$ cat config.mk
export PLATFORM = sky130hd
export DESIGN_NAME = pps_top
export DESIGN_NICKNAME = d
export VERILOG_FILES = /design/src/common/pps_pkg.sv /design/src/rtl/pps_top.sv /design/src/rtl/pps_cfg_mem.sv
export VERILOG_INCLUDE_DIRS = /design/src /design/src/common
export SDC_FILE = /design/constraint.sdc
export NUM_CORES = 1
export LEC_CHECK = 0
export BUFFER_PORTS_ARGS = -buffer_cell sky130_fd_sc_hd__buf_2
export CAP_MARGIN = 20
export CORE_MARGIN = 2
export CORE_UTILIZATION = 25
export CTS_CLUSTER_SIZE = 16
export DETAILED_ROUTE_END_ITERATION = 10
export MAX_ROUTING_LAYER = met4
export PLACE_DENSITY = 0.5
export SETUP_SLACK_MARGIN = 0.4
export SYNTH_ARGS = -nofsm -noshare
export SYNTH_HDL_FRONTEND = slang
export SYNTH_HIERARCHICAL = 1
export SYNTH_SLANG_ARGS = --single-unit
$ cat constraint.sdc
create_clock -name i_clk -period 7.8 [get_ports i_clk]
set_clock_uncertainty 0.1 [all_clocks]
set_input_delay 0.78 -clock i_clk [delete_from_list [all_inputs] [get_ports i_clk]]
set_output_delay 0.78 -clock i_clk [all_outputs]
set_load 0.03 [all_outputs]
$ cat src/common/pps_cfg.svh
// Timing and size constants for the projector power sequencer
`ifndef PPS_CFG_SVH
`define PPS_CFG_SVH
`define PPS_CLK_MHZ          125
`define PPS_NPARK_MAX_US     20000
`define PPS_NPARK_CYC        ((`PPS_NPARK_MAX_US * `PPS_CLK_MHZ) - 1)
`define PPS_FPARK_MAX_US     32
`define PPS_FPARK_CYC        ((`PPS_FPARK_MAX_US * `PPS_CLK_MHZ) - 1)
`define PPS_PLL_LOCK_CYC     1000
`define PPS_CFG_WORDS        16
`define PPS_CFG_AW           4
`define PPS_CNT_W            22
`endif

$ cat src/common/pps_pkg.sv
// Types for the projector power sequencer
package pps_pkg;
    typedef enum logic [2:0] {
        PPS_RESET,
        PPS_PLL_LOCK,
        PPS_CFG_LOAD,
        PPS_ACTIVE,
        PPS_NORMAL_PARK,
        PPS_FAST_PARK,
        PPS_PARKED
    } pps_state_t;
endpackage : pps_pkg

$ cat src/rtl/pps_top.sv
// Start-up and shut-down sequencer of the projector controller
// Function
// [RQ1] Enable high powers up; low starts park
// [RQ2] Other holds reset 5 ms, park high
// [RQ3] Reset rising edge starts auto initialization
// [RQ4] Drive status flag low when init done
// [RQ5] Host waits for flag low before I2C
// [RQ6] Host stops I2C before dropping enable
// [RQ7] Normal park completes within 20 ms
// [RQ8] Other keeps clock 20 ms after enable
// [RQ9] In reset release status flag line
// [RQ10] Park request low starts fast park
// [RQ11] Other keeps clock 32 us after request
// [RQ12] Init locks PLL then loads flash config
// [RQ13] Drive status flag high during init
// [RQ14] Other keeps enable until flag low
// [RQ15] Other holds reset off 32 us after
// [RQ16] Fast park has priority, then wait
`timescale 1ns/1ps
`default_nettype none
`include "pps_cfg.svh"
module pps_top (
    input  wire logic                    i_clk,
    input  wire logic                    i_rstn,
    input  wire logic                    i_projector_enable,
    input  wire logic                    i_fast_park_request_n,
    input  wire logic                    i_pll_locked,
    input  wire logic                    i_flash_valid,
    input  wire logic [7:0]              i_flash_data,
    output logic                         o_flash_req,
    output logic      [`PPS_CFG_AW-1:0]  o_flash_addr,
    output logic                         o_host_status_flag_o,
    output logic                         o_host_status_flag_oe,
    output logic                         o_host_cmd_allow,
    output logic                         o_display_enable,
    output logic                         o_mirror_park_req,
    output logic                         o_mirror_fast_park,
    output logic                         o_parked,
    output logic      [7:0]              o_cfg_word0
);
    import pps_pkg::*;

    pps_state_t                state_reg;
    pps_state_t                state_next;
    logic [`PPS_CNT_W-1:0]     cnt_reg;
    logic [`PPS_CFG_AW-1:0]    addr_reg;
    logic                      en_s1_reg, en_s2_reg, en_d_reg;
    logic                      pk_s1_reg, pk_s2_reg;
    logic                      pll_s1_reg, pll_s2_reg;
    logic                      cfg_last;
    logic                      en_fall;
    logic [7:0]                rd_data;

    // Enable, park request and lock inputs cross into the clock domain through two flops
    always_ff @(posedge i_clk or negedge i_rstn) begin
        if (!i_rstn) begin
            en_s1_reg  <= 1'b0;
            en_s2_reg  <= 1'b0;
            en_d_reg   <= 1'b0;
            pk_s1_reg  <= 1'b1;
            pk_s2_reg  <= 1'b1;
            pll_s1_reg <= 1'b0;
            pll_s2_reg <= 1'b0;
        end else begin
            en_s1_reg  <= i_projector_enable;
            en_s2_reg  <= en_s1_reg;
            en_d_reg   <= en_s2_reg;
            pk_s1_reg  <= i_fast_park_request_n;
            pk_s2_reg  <= pk_s1_reg;
            pll_s1_reg <= i_pll_locked;
            pll_s2_reg <= pll_s1_reg;
        end
    end

    assign en_fall  = en_d_reg & ~en_s2_reg;
    assign cfg_last = (addr_reg == `PPS_CFG_AW'(`PPS_CFG_WORDS - 1));

    // Next state; fast park overrides every live state
    always_comb begin
        state_next = state_reg;
        unique case (state_reg)
            PPS_RESET:
                state_next = PPS_PLL_LOCK; // [RQ3]
            PPS_PLL_LOCK:
                if (pll_s2_reg) begin
                    state_next = PPS_CFG_LOAD; // [RQ12]
                end
            PPS_CFG_LOAD:
                if (i_flash_valid && cfg_last) begin
                    state_next = PPS_ACTIVE; // [RQ12]
                end
            PPS_ACTIVE:
                if (en_fall) begin
                    state_next = PPS_NORMAL_PARK; // [RQ1]
                end
            PPS_NORMAL_PARK:
                if (cnt_reg == '0) begin
                    state_next = PPS_PARKED; // [RQ7]
                end
            PPS_FAST_PARK:
                if (cnt_reg == '0) begin
                    state_next = PPS_PARKED;
                end
            PPS_PARKED:
                state_next = PPS_PARKED;
        endcase
        if (!pk_s2_reg && state_reg != PPS_FAST_PARK
                && state_reg != PPS_PARKED) begin
            state_next = PPS_FAST_PARK; // [RQ10] [RQ16]
        end
    end

    // State register; reset is the only way out of parked
    always_ff @(posedge i_clk or negedge i_rstn) begin
        if (!i_rstn) begin
            state_reg <= PPS_RESET;
        end else begin
            state_reg <= state_next;
        end
    end

    // Park timer loads on entry so park ends inside its bound
    always_ff @(posedge i_clk or negedge i_rstn) begin
        if (!i_rstn) begin
            cnt_reg <= '0;
        end else if (state_next == PPS_NORMAL_PARK
                     && state_reg != PPS_NORMAL_PARK) begin
            cnt_reg <= `PPS_CNT_W'(`PPS_NPARK_CYC); // [RQ7]
        end else if (state_next == PPS_FAST_PARK
                     && state_reg != PPS_FAST_PARK) begin
            cnt_reg <= `PPS_CNT_W'(`PPS_FPARK_CYC); // [RQ10]
        end else if (cnt_reg != '0) begin
            cnt_reg <= cnt_reg - 1'b1;
        end
    end

    // Flash word address walks the configuration image in order
    always_ff @(posedge i_clk or negedge i_rstn) begin
        if (!i_rstn) begin
            addr_reg <= '0;
        end else if (state_reg == PPS_CFG_LOAD && i_flash_valid
                     && !cfg_last) begin
            addr_reg <= addr_reg + 1'b1; // [RQ12]
        end
    end

    pps_cfg_mem u_cfg_mem (
        .i_clk   (i_clk),
        .i_we    (state_reg == PPS_CFG_LOAD && i_flash_valid),
        .i_waddr (addr_reg),
        .i_wdata (i_flash_data),
        .i_raddr (`PPS_CFG_AW'(0)),
        .o_rdata (rd_data)
    );

    // Status flag: released in reset, high in init, low when done
    // Park states hold the flag, so an init cut short by a fast
    // park never tells the host that it may start its traffic
    always_ff @(posedge i_clk or negedge i_rstn) begin
        if (!i_rstn) begin
            o_host_status_flag_oe <= 1'b0; // [RQ9]
            o_host_status_flag_o  <= 1'b1;
        end else begin
            o_host_status_flag_oe <= 1'b1; // [RQ13]
            if (state_next == PPS_RESET
                    || state_next == PPS_PLL_LOCK
                    || state_next == PPS_CFG_LOAD) begin
                o_host_status_flag_o <= 1'b1; // [RQ13]
            end else if (state_next == PPS_ACTIVE) begin
                o_host_status_flag_o <= 1'b0; // [RQ4]
            end
        end
    end

    // Registered control outputs derived from the next state
    always_ff @(posedge i_clk or negedge i_rstn) begin
        if (!i_rstn) begin
            o_host_cmd_allow   <= 1'b0;
            o_display_enable   <= 1'b0;
            o_mirror_park_req  <= 1'b0;
            o_mirror_fast_park <= 1'b0;
            o_parked           <= 1'b0;
            o_flash_req        <= 1'b0;
            o_flash_addr       <= '0;
            o_cfg_word0        <= 8'h00;
        end else begin
            o_host_cmd_allow   <= (state_next == PPS_ACTIVE); // [RQ4]
            o_display_enable   <= (state_next == PPS_ACTIVE)
                                  && en_s2_reg; // [RQ1]
            o_mirror_park_req  <= (state_next == PPS_NORMAL_PARK);
            o_mirror_fast_park <= (state_next == PPS_FAST_PARK);
            o_parked           <= (state_next == PPS_PARKED);
            o_flash_req        <= (state_next == PPS_CFG_LOAD);
            o_flash_addr       <= addr_reg;
            o_cfg_word0        <= rd_data;
        end
    end
endmodule : pps_top
`default_nettype wire

$ cat src/rtl/pps_cfg_mem.sv
// Small configuration store with registered read data
`timescale 1ns/1ps
`default_nettype none
`include "pps_cfg.svh"
module pps_cfg_mem (
    input  wire logic                    i_clk,
    input  wire logic                    i_we,
    input  wire logic [`PPS_CFG_AW-1:0]  i_waddr,
    input  wire logic [7:0]              i_wdata,
    input  wire logic [`PPS_CFG_AW-1:0]  i_raddr,
    output logic      [7:0]              o_rdata
);
    logic [7:0] mem [0:`PPS_CFG_WORDS-1];

    // Write port and registered read port
    always_ff @(posedge i_clk) begin
        if (i_we) begin
            mem[i_waddr] <= i_wdata;
        end
        o_rdata <= mem[i_raddr];
    end
endmodule : pps_cfg_mem
`default_nettype wire

==> results.json, run 1 <==
{
  "status": "finished, final reports clean",
  "setup_viol": 0,
  "hold_path_stages": 0,
  "post-synth-top-area-fraction": 0.509,
  "clock_latency_ns": 0.44,
  "crit_start": "cnt_reg[0]$_DFFE_PN0P_",
  "fp.dieW_um": 178,
  "cts_hold_buf": 0,
  "totalNegativeSetupSlack_ns": 0,
  "hold_path.class": "flip-flop to flip-flop",
  "final_common_cell": "edfxtp_1",
  "async_reset_ff_frac": 0.292,
  "final_nets": 507,
  "globalRoute.totalOverflow": 0,
  "start_kind": "flip-flop",
  "final_hold_violating_endpoints": 0,
  "tritoncts_buffer_count": 17,
  "floorplan.initialDensity": 0.254,
  "worst_ep_arrival_time_ns": 3.33,
  "finish.utilization": 0.295,
  "n_fill_cell": 2915,
  "io_pins": 34,
  "synthesis.yosys.warnings": 6,
  "synth.mux.area_fraction": 0.104,
  "detail_route.drc_violations": 0,
  "maxCapViolCount": 0,
  "reg2reg_setup_slack_ns": 4.70,
  "max-slew-margin-rel": 0.388,
  "worst_slack_at_placement_ns": 4.67,
  "synth_area_leaders": "edfxtp_1, dfrtp_1, mux4_2",
  "synth-edff-count": 128,
  "drtAntennaViolNets": 0,
  "timing.final.max_slew_violations": 0,
  "achievable-frequency_mhz": 323,
  "critPathCaptureType": "flip-flop",
  "cts.reportedPaths.clkPinSlew_ns": 0.08,
  "htree_levels": 4,
  "syn-cell-area_um2": 7550,
  "floorplan.die_area_um2": 31600,
  "timing.critical_path.to": "cnt_reg[6]$_DFFE_PN0P_",
  "cts.path.max_buffers": 2,
  "port-buffer-count": 33,
  "gr-usage-all-layers": 0.109,
  "postCtsResizedCells": 0,
  "vias": 4025,
  "cts.root.buffer_cell": "clkbuf_16",
  "cts_tree": "built",
  "floorplan.rows": 63,
  "detail_route.wirelength_mm": 15.7,
  "layout_setup_ws_ns": 4.70,
  "timing.reg2reg.worst_path_depth": 8,
  "rr_endpoint": "cnt_reg[6]$_DFFE_PN0P_",
  "synthSimpleGateAreaFrac": 0.0890,
  "number_of_antenna_violations_at_the_first_check_in_global_routing": 0,
  "routed_via_density": 4.50,
  "synth.ff_latch_count": 192,
  "rsz0062_at_grt": "no",
  "drt-initial-drc-count": 412,
  "die_y_um": 178,
  "postSynth.topFlopCell": "edfxtp_1",
  "first_pass_iters": 4,
  "crit_path_max_fanout": 13,
  "synthAdderAreaFrac": 0.00331,
  "worstReg2RegStart": "cnt_reg[0]$_DFFE_PN0P_",
  "average_instance_area_after_synthesis_um2": 17.3,
  "place.gp.congestion": 0.757,
  "flip_flop_count_of_the_largest_register_after_layout": 128,
  "synth_top_family_by_area": "multiplexers",
  "grt_pass1_vias": 4172,
  "area_leader_netlist": "edfxtp_1",
  "critPathRequiredTime_ns": 8.03,
  "synth.yosys.seq_area_share": 0.716,
  "final_period_minus_worst_setup_slack_ns": 3.10,
  "total_leakage_power_nw": 3.14,
  "route.detailed.wl_per_inst_um": 17.5,
  "vdd.ir_drop.worst_mv": 0.132,
  "grt_pass1_wl_mm": 24.4,
  "post_route_cells_drive_above_1_share": 0.214,
  "area_growth_syn_to_layout_pct": 16.3,
  "post_synth_xor_area_fraction": 0.0162,
  "antenna_cells": 0,
  "synth-compound-area-share": 0.0509,
  "timing_worst_slew_pin_value_ns": 0.915,
  "post_synth_inst_count": 437,
  "dpl.hpwl_mm": 10.1,
  "largest_net_degree_at_the_start_of_global_routing": 57,
  "timing.final.crit_share": 0.397,
  "post_cts_setup_repair_buffer_count": 0,
  "timing_worst_setup_path_type": "flip-flop to flip-flop",
  "clock_sink_count": 192,
  "mostFrequentLayoutCells": "edfxtp_1, dfrtp_1, buf_2",
  "pwr_cell_area_nw_per_um2": 235,
  "coreArea_um2": 29700,
  "ys_types": 60
}
## power by group
| group | switching (mW) | leakage [nW] | internal [mW] | total (mW) |
|---|---|---|---|---|
| registers | 0.00299 | 1.88 | 1.10 | 1.10 |
| logic | 0.0490 | 0.952 | 0.0237 | 0.0728 |
| clock network | 0.423 | 0.300 | 0.464 | 0.887 |
| total | 0.475 | 3.14 | 1.59 | 2.06 |
## layer usage
metal	up-vias	track usage	routed length (µm)
li1	1811	-	-
met1	2097	0.134	6890
met2	92	0.174	7820
met3	25	0.0212	599
met4	0	0.0502	367
met5	-	-	0
## final cells by class
cell class	count	area (µm²)	area share
sequential	192	5410	0.616
multi-input combinational	235	2040	0.233
tap	390	488	0.0556
clock buffer	17	425	0.0484
timing repair buffer	39	205	0.0234
clock inverter	15	186	0.0212
inverter	6	22.5	0.00256
## per-stage QoR
step                cells  hold slack (ns)  power, mW  instance area (µm²)
finish                894            0.231       2.06                 8780
global route          894            0.236       2.13                 8780
CTS                   892            0.233       2.08                 8770
detailed placement    860            0.222       1.19                 8160
global placement      859            0.220       1.19                 8150
floorplan             450            0.216       1.16                 7600
## cells in the mapped netlist, types with 6 or more instances
cell,count
edfxtp_1,128
dfrtp_1,53
nor2_1,29
nand2_1,20
mux4_2,18
a22oi_1,17
mux4_1,14
nor3_1,14
nand3_1,9
xnor2_1,9
dfxtp_1,8
nor2b_1,7
a21oi_1,6
## worst min-delay path by stage
stage | start | slack [ns] | to
6_report | u_cfg_mem/o_rdata[0]$_DFF_P_ | 0.23 | o_cfg_word0[0]$_DFF_PN0_
5_1_grt | u_cfg_mem/o_rdata[0]$_DFF_P_ | 0.24 | o_cfg_word0[0]$_DFF_PN0_
2_1_floorplan | u_cfg_mem/o_rdata[0]$_DFF_P_ | 0.22 | o_cfg_word0[0]$_DFF_PN0_
4_1_cts | u_cfg_mem/o_rdata[0]$_DFF_P_ | 0.23 | o_cfg_word0[0]$_DFF_PN0_
3_3_place_gp | u_cfg_mem/o_rdata[0]$_DFF_P_ | 0.22 | o_cfg_word0[0]$_DFF_PN0_
3_5_place_dp | u_cfg_mem/o_rdata[0]$_DFF_P_ | 0.22 | o_cfg_word0[0]$_DFF_PN0_
## kinds of logic after synthesis
kind of cell / count (synthesis)
other cells: 2
flops: 192
xor+xnor: 14
fa+ha+maj: 2
mux: 33
simple gates: 122
buf+inv: 23
compound gates: 49
## worst max-delay path, stage by stage (launching register included)
cell and delay, ns:
dfrtp_1 0.40, inv_1 0.10, ha_1 0.23, or3b_1 0.47, nor2_2 0.23, and4_1 0.41, o21ai_4 0.14, or4_4 0.67
and4b_1 0.23
Power figures use the tool's default switching activity.
==> inputs of run 2 (changes only) <==
--- a/config.mk
+++ b/config.mk
@@ -13,7 +13,7 @@
 export CTS_CLUSTER_SIZE = 16
 export DETAILED_ROUTE_END_ITERATION = 10
 export MAX_ROUTING_LAYER = met4
-export PLACE_DENSITY = 0.5
+export PLACE_DENSITY = 0.52
 export SETUP_SLACK_MARGIN = 0.4
 export SYNTH_ARGS = -nofsm -noshare
 export SYNTH_HDL_FRONTEND = slang
==> constraint.sdc (replaced) <==
create_clock -name i_clk -period 2.57 [get_ports i_clk]
set_clock_uncertainty 0.1 [all_clocks]
set_input_delay 0.257 -clock i_clk [delete_from_list [all_inputs] [get_ports i_clk]]
set_output_delay 0.257 -clock i_clk [all_outputs]
set_load 0.03 [all_outputs]
==> results.json, run 2 (synthesis gave the netlist of run 1 again) <==
{
  "grt_pass1_vias": 4453,
  "placement.cell_area_um2": 8470,
  "detail_route.drc_violations": 0,
  "finish.utilization": 0.324,
  "route.detailed.wl_per_inst_um": 17.5,
  "power.combinational.fraction": 0.035,
  "first_pass_iters": 5,
  "detail_route.wirelength_mm": 16.7,
  "final_hold_violating_endpoints": 0,
  "number_of_antenna_violations_at_the_first_check_in_global_routing": 1,
  "critPathRequiredTime_ns": 2.80,
  "grt_pass1_wl_mm": 26.0,
  "reg2reg_setup_slack_ns": 0.10,
  "clock_latency_ns": 0.43,
  "floorplan.initialDensity": 0.254,
  "max-slew-margin-rel": 0.628,
  "timing.final.crit_share": 0.961,
  "floorplan.rows": 63,
  "largest_net_degree_at_the_start_of_global_routing": 33,
  "setup_viol": 0,
  "area_growth_syn_to_layout_pct": 27.4,
  "fp.dieW_um": 178,
  "cts.reportedPaths.clkPinSlew_ns": 0.08,
  "hold_path_stages": 1,
  "dpl.hpwl_mm": 10.4,
  "mostFrequentLayoutCells": "edfxtp_1, dfrtp_1, buf_4",
  "die_y_um": 178,
  "vias": 4313,
  "power.internal_mw": 4.86,
  "post_route_cells_drive_above_1_share": 0.343,
  "pwr_cell_area_nw_per_um2": 662,
  "p_switching_mw": 1.51,
  "clock_sink_count": 192,
  "tritoncts_buffer_count": 17,
  "cts.root.buffer_cell": "clkbuf_16",
  "final_nets": 566,
  "worst_ep_arrival_time_ns": 2.70,
  "drt-initial-drc-count": 308,
  "hold_path.class": "input port to flip-flop",
  "io_pins": 34,
  "share_seq_of_total_power": 0.525,
  "worstReg2RegStart": "cnt_reg[19]$_DFFE_PN0P_",
  "status": "finished, final reports clean",
  "crit_path_max_fanout": 7,
  "worst_slack_at_placement_ns": 0.0283,
  "rsz0062_at_grt": "yes",
  "timing_worst_slew_pin_value_ns": 0.558,
  "hold_path.startpoint": "i_flash_data[7]",
  "drtAntennaViolNets": 0,
  "critPathCaptureType": "flip-flop",
  "hold_end": "u_cfg_mem/mem[4][7]$_DFFE_PP_",
  "timing.reg2reg.worst_path_depth": 6,
  "final_common_cell": "edfxtp_1",
  "rr_endpoint": "cnt_reg[6]$_DFFE_PN0P_",
  "cts.path.max_buffers": 2,
  "gr-usage-all-layers": 0.113,
  "maxCapViolCount": 0,
  "place.gp.congestion": 0.718,
  "globalRoute.totalOverflow": 0,
  "cts_tree": "built",
  "flip_flop_count_of_the_largest_register_after_layout": 128,
  "start_kind": "flip-flop",
  "design_area_um2": 9620,
  "layout_setup_ws_ns": 0.100,
  "coreArea_um2": 29700,
  "floorplan.die_area_um2": 31600,
  "total_leakage_power_nw": 3.50,
  "timing_worst_setup_path_type": "flip-flop to flip-flop",
  "vdd.ir_drop.worst_mv": 0.471,
  "timing.final.max_slew_violations": 0,
  "final_period_minus_worst_setup_slack_ns": 2.47,
  "share_clk_of_total_power": 0.440,
  "routed_via_density": 4.52,
  "switching_share": 0.238,
  "totalNegativeSetupSlack_ns": 0,
  "port-buffer-count": 33,
  "htree_levels": 4,
  "achievable-frequency_mhz": 405,
  "holdWs_ns": 0.105
}
==> run 2: cell count changes in the layout (fill, tap and decap cells not counted), moves of 3 or more <==
cell           previous run  this run
nor2_2                    1         4
inv_12                    1         4
nor2_1                   29        19
buf_6                     0         8
nor3_1                   14        10
nor3_4                    1         5
dlygate4sd3_1             0         4
buf_4                     4        43
nor2_4                    0         7
inv_6                     5         2
buf_12                    0         9
==> run 2: worst max-delay path, cell delays in order (launching register included) <==
cell	delay, ns
dfrtp_1	0.39
or4_4	0.60
nor2_4	0.13
and4_4	0.25
o21ai_4	0.07
or4_4	0.62
and4b_1	0.21
==> run 2: through the flow <==
stage          cells  total power, mW
2_1_floorplan    450             3.54
3_3_place_gp     891             3.61
3_5_place_dp     891             3.62
4_1_cts          950             6.43
5_1_grt          954             6.61
6_report         954             6.37
==> run 2: how the worst max path moves through the flow <==
| stage | start | endpoint |
|---|---|---|
| after global routing | cnt_reg[10]$_DFFE_PN0P_ | cnt_reg[6]$_DFFE_PN0P_ |
| final | cnt_reg[19]$_DFFE_PN0P_ | cnt_reg[6]$_DFFE_PN0P_ |
| after CTS | cnt_reg[0]$_DFFE_PN0P_ | cnt_reg[8]$_DFFE_PN0P_ |
| after global placement | cnt_reg[10]$_DFFE_PN0P_ | cnt_reg[6]$_DFFE_PN0P_ |
| after floorplan | cnt_reg[1]$_DFFE_PN0P_ | cnt_reg[2]$_DFFE_PN0P_ |
| after detailed placement | cnt_reg[17]$_DFFE_PN0P_ | cnt_reg[8]$_DFFE_PN0P_ |
==> run 2: repair_timing <==
| action | in CTS | in global routing |
|---|---|---|
| pin swaps | 15 | 12 |
| endpoints found under the hold margin | 24 | 0 |
| resized for setup | 15 | 23 |
| hold buffers | 4 | 0 |
| endpoints found under the setup margin | 61 | 157 |
| setup buffers | 25 | 10 |
| gates cloned | 1 | 0 |
==> run 2: per-layer routing <==
layer,global-route usage,vias up,share of wire
li1,-,1941,-
met5,-,-,0
met3,0.0255,13,0.053
met1,0.144,2243,0.44
met2,0.182,116,0.50
met4,0.0301,0,0.0084
==> run 2: layout make-up <==
cell class,instances,area (µm²)
clock inverter,15,220
fill,2839,20100
multi-input combinational,236,2250
clock buffer,17,425
antenna,1,2.50
inverter,6,22.5
sequential,192,5410
tap,390,488
timing repair buffer,97,798
==> run 2: power by group through the flow <==
stage          registers [mW]  clock network (mW)  logic, mW
4_1_cts                  3.34                2.87      0.213
6_report                 3.34                2.80      0.224
2_1_floorplan            3.44                   0      0.101
3_3_place_gp             3.41                   0      0.203
5_1_grt                  3.35                3.01      0.247
3_5_place_dp             3.41                   0      0.207
==> inputs of run 3 (changes only) <==
--- a/config.mk
+++ b/config.mk
@@ -14,6 +14,7 @@
 export DETAILED_ROUTE_END_ITERATION = 10
 export MAX_ROUTING_LAYER = met4
 export PLACE_DENSITY = 0.52
+export REMOVE_ABC_BUFFERS = 1
 export SETUP_SLACK_MARGIN = 0.4
 export SYNTH_ARGS = -nofsm -noshare
 export SYNTH_HDL_FRONTEND = slang
==> results.json, run 3 (synthesis gave the netlist of run 1 again) <==
{
  "routed_via_density": 4.41,
  "rsz0062_at_grt": "yes",
  "cts_tree": "built",
  "mostFrequentLayoutCells": "edfxtp_1, buf_4, dfrtp_1",
  "hold_path.class": "input port to flip-flop",
  "achievable-frequency_mhz": 397,
  "pwr_cell_area_nw_per_um2": 652,
  "clock_sink_count": 192,
  "grt_pass1_wl_mm": 25.2,
  "worst_slack_at_placement_ns": -0.0134,
  "timing.final.max_slew_violations": 0,
  "detail_route.wirelength_mm": 16.4,
  "worst_ep_arrival_time_ns": 2.74,
  "flip_flop_count_of_the_largest_register_after_layout": 128,
  "critical_path.n_buffers_inverters": 1,
  "holdWs_ns": 0.113,
  "route.detailed.wl_per_inst_um": 17.1,
  "largest_net_degree_at_the_start_of_global_routing": 33,
  "critical-path-max-stage-delay_ns": 0.63,
  "vias": 4227,
  "final_hold_violating_endpoints": 0,
  "timing_worst_slew_pin_value_ns": 0.531,
  "place_inst": 898,
  "critPathRequiredTime_ns": 2.79,
  "place.gp.congestion": 0.837,
  "setup_viol": 0,
  "dpl.hpwl_mm": 10.8,
  "max-slew-margin-rel": 0.643,
  "tritoncts_buffer_count": 17,
  "final_nets": 571,
  "maxCapViolCount": 0,
  "critPathCaptureType": "flip-flop",
  "vdd.ir_drop.worst_mv": 0.486,
  "instances_no_fill": 959,
  "coreArea_um2": 29700,
  "port-buffer-count": 33,
  "drt-initial-drc-count": 365,
  "post_route_cells_drive_above_1_share": 0.352,
  "grt_pass1_vias": 4394,
  "timing.final.crit_share": 0.980,
  "final_period_minus_worst_setup_slack_ns": 2.52,
  "final_common_cell": "edfxtp_1",
  "number_of_antenna_violations_at_the_first_check_in_global_routing": 0,
  "die_y_um": 178,
  "area_growth_syn_to_layout_pct": 25.9,
  "io_pins": 34,
  "start_kind": "flip-flop",
  "cts.path.max_buffers": 2,
  "htree_levels": 4,
  "floorplan.initialDensity": 0.254,
  "total_leakage_power_nw": 3.48,
  "cts.reportedPaths.clkPinSlew_ns": 0.08,
  "timing_worst_setup_path_type": "flip-flop to flip-flop",
  "critical_path.slowest_cell": "or4_4",
  "fp.dieW_um": 178,
  "first_pass_iters": 5,
  "detail_route.drc_violations": 0,
  "gr-usage-all-layers": 0.111,
  "drtAntennaViolNets": 0,
  "timing.critical_path.cells": "inv_2, ha_4, or3b_4, nor2_4, and4_4, o21ai_4, or4_4, and4b_1",
  "layout_setup_ws_ns": 0.0526,
  "floorplan.die_area_um2": 31600,
  "clock_latency_ns": 0.43,
  "status": "finished, final reports clean",
  "crit_path_max_fanout": 8,
  "floorplan.rows": 63,
  "worst_path_dominant_cell_family": "simple AND/OR/NAND/NOR gates",
  "globalRoute.totalOverflow": 0,
  "finalPower_mw": 6.19,
  "cts.root.buffer_cell": "clkbuf_16"
}
run 3: cell count changes in the layout (fill, tap and decap cells not counted), sizes merged:
cell | previous run | this run
or4 | 4 | 3
buf | 93 | 99
bufinv | 1 | 0
clkinv | 5 | 6
clkinvlp | 0 | 1
inv | 15 | 14
run 3: what timing repair did:
action,in CTS,in global routing
setup endpoints to repair,61,75
gates resized for setup,19,32
buffers inserted,12,15
pin swaps,10,13
hold endpoints to repair,12,0
hold buffers,4,0
run 3: stage by stage:
stage          instance area (µm²)   util  setup TNS, ns
3_3_place_gp                  8440  0.284              0
5_1_grt                       9500  0.320        -0.0192
6_report                      9510  0.320              0
4_1_cts                       9250  0.311              0
2_1_floorplan                 7480      -          -4.40
3_5_place_dp                  8440  0.284        -0.0356
run 3: final cells by class:
| class | count | area (µm²) |
|---|---|---|
| Timing Repair Buffer | 103 | 761 |
| Inverter | 6 | 25.0 |
| Sequential cell | 192 | 5410 |
| Antenna cell | 1 | 2.50 |
| Clock inverter | 15 | 180 |
| Tap cell | 390 | 488 |
| Clock buffer | 17 | 425 |
| Fill cell | 2877 | 20200 |
| Multi-Input combinational cell | 235 | 2210 |
run 3: worst register-to-register path: cells and delay by family, from the launching register on:
kind            cells  cell delay [ns]
compound gates      1             0.08
fa+ha+maj           1             0.12
buf+inv             1             0.08
flops               1             0.40
simple gates        5             1.61
run 3: worst paths after layout:
| check | start | to | slack (ns) | cells past startpoint |
|---|---|---|---|---|
| setup / recovery | cnt_reg[0]$_DFFE_PN0P_ | cnt_reg[6]$_DFFE_PN0P_ | 0.05 | 8 |
| hold / removal | i_flash_data[4] | u_cfg_mem/mem[6][4]$_DFFE_PP_ | 0.11 | 1 |
| setup reg to reg | cnt_reg[0]$_DFFE_PN0P_ | cnt_reg[6]$_DFFE_PN0P_ | 0.05 | 8 |
| hold reg to reg | u_cfg_mem/o_rdata[6]$_DFF_P_ | o_cfg_word0[6]$_DFF_PN0_ | 0.23 | 0 |
| max in group asynchronous | i_rstn | pk_s2_reg$_DFF_PN1_ | 1.51 | 3 |
| min in group asynchronous | i_rstn | o_cfg_word0[1]$_DFF_PN0_ | 0.16 | 2 |
run 3: routing by layer:
| layer | part of all wire | track usage |
|---|---|---|
| met2 | 0.51 | 0.179 |
| met5 | 0 | - |
| met3 | 0.046 | 0.0266 |
| met4 | 0.0057 | 0.0294 |
| met1 | 0.43 | 0.140 |
run 3: where the power goes:
| group | total [mW] | switching (mW) | internal [mW] | leakage (nW) |
|---|---|---|---|---|
| clock | 2.63 | 1.30 | 1.33 | 0.291 |
| sequential | 3.34 | 0.00943 | 3.33 | 1.88 |
| combinational | 0.225 | 0.148 | 0.0771 | 1.31 |
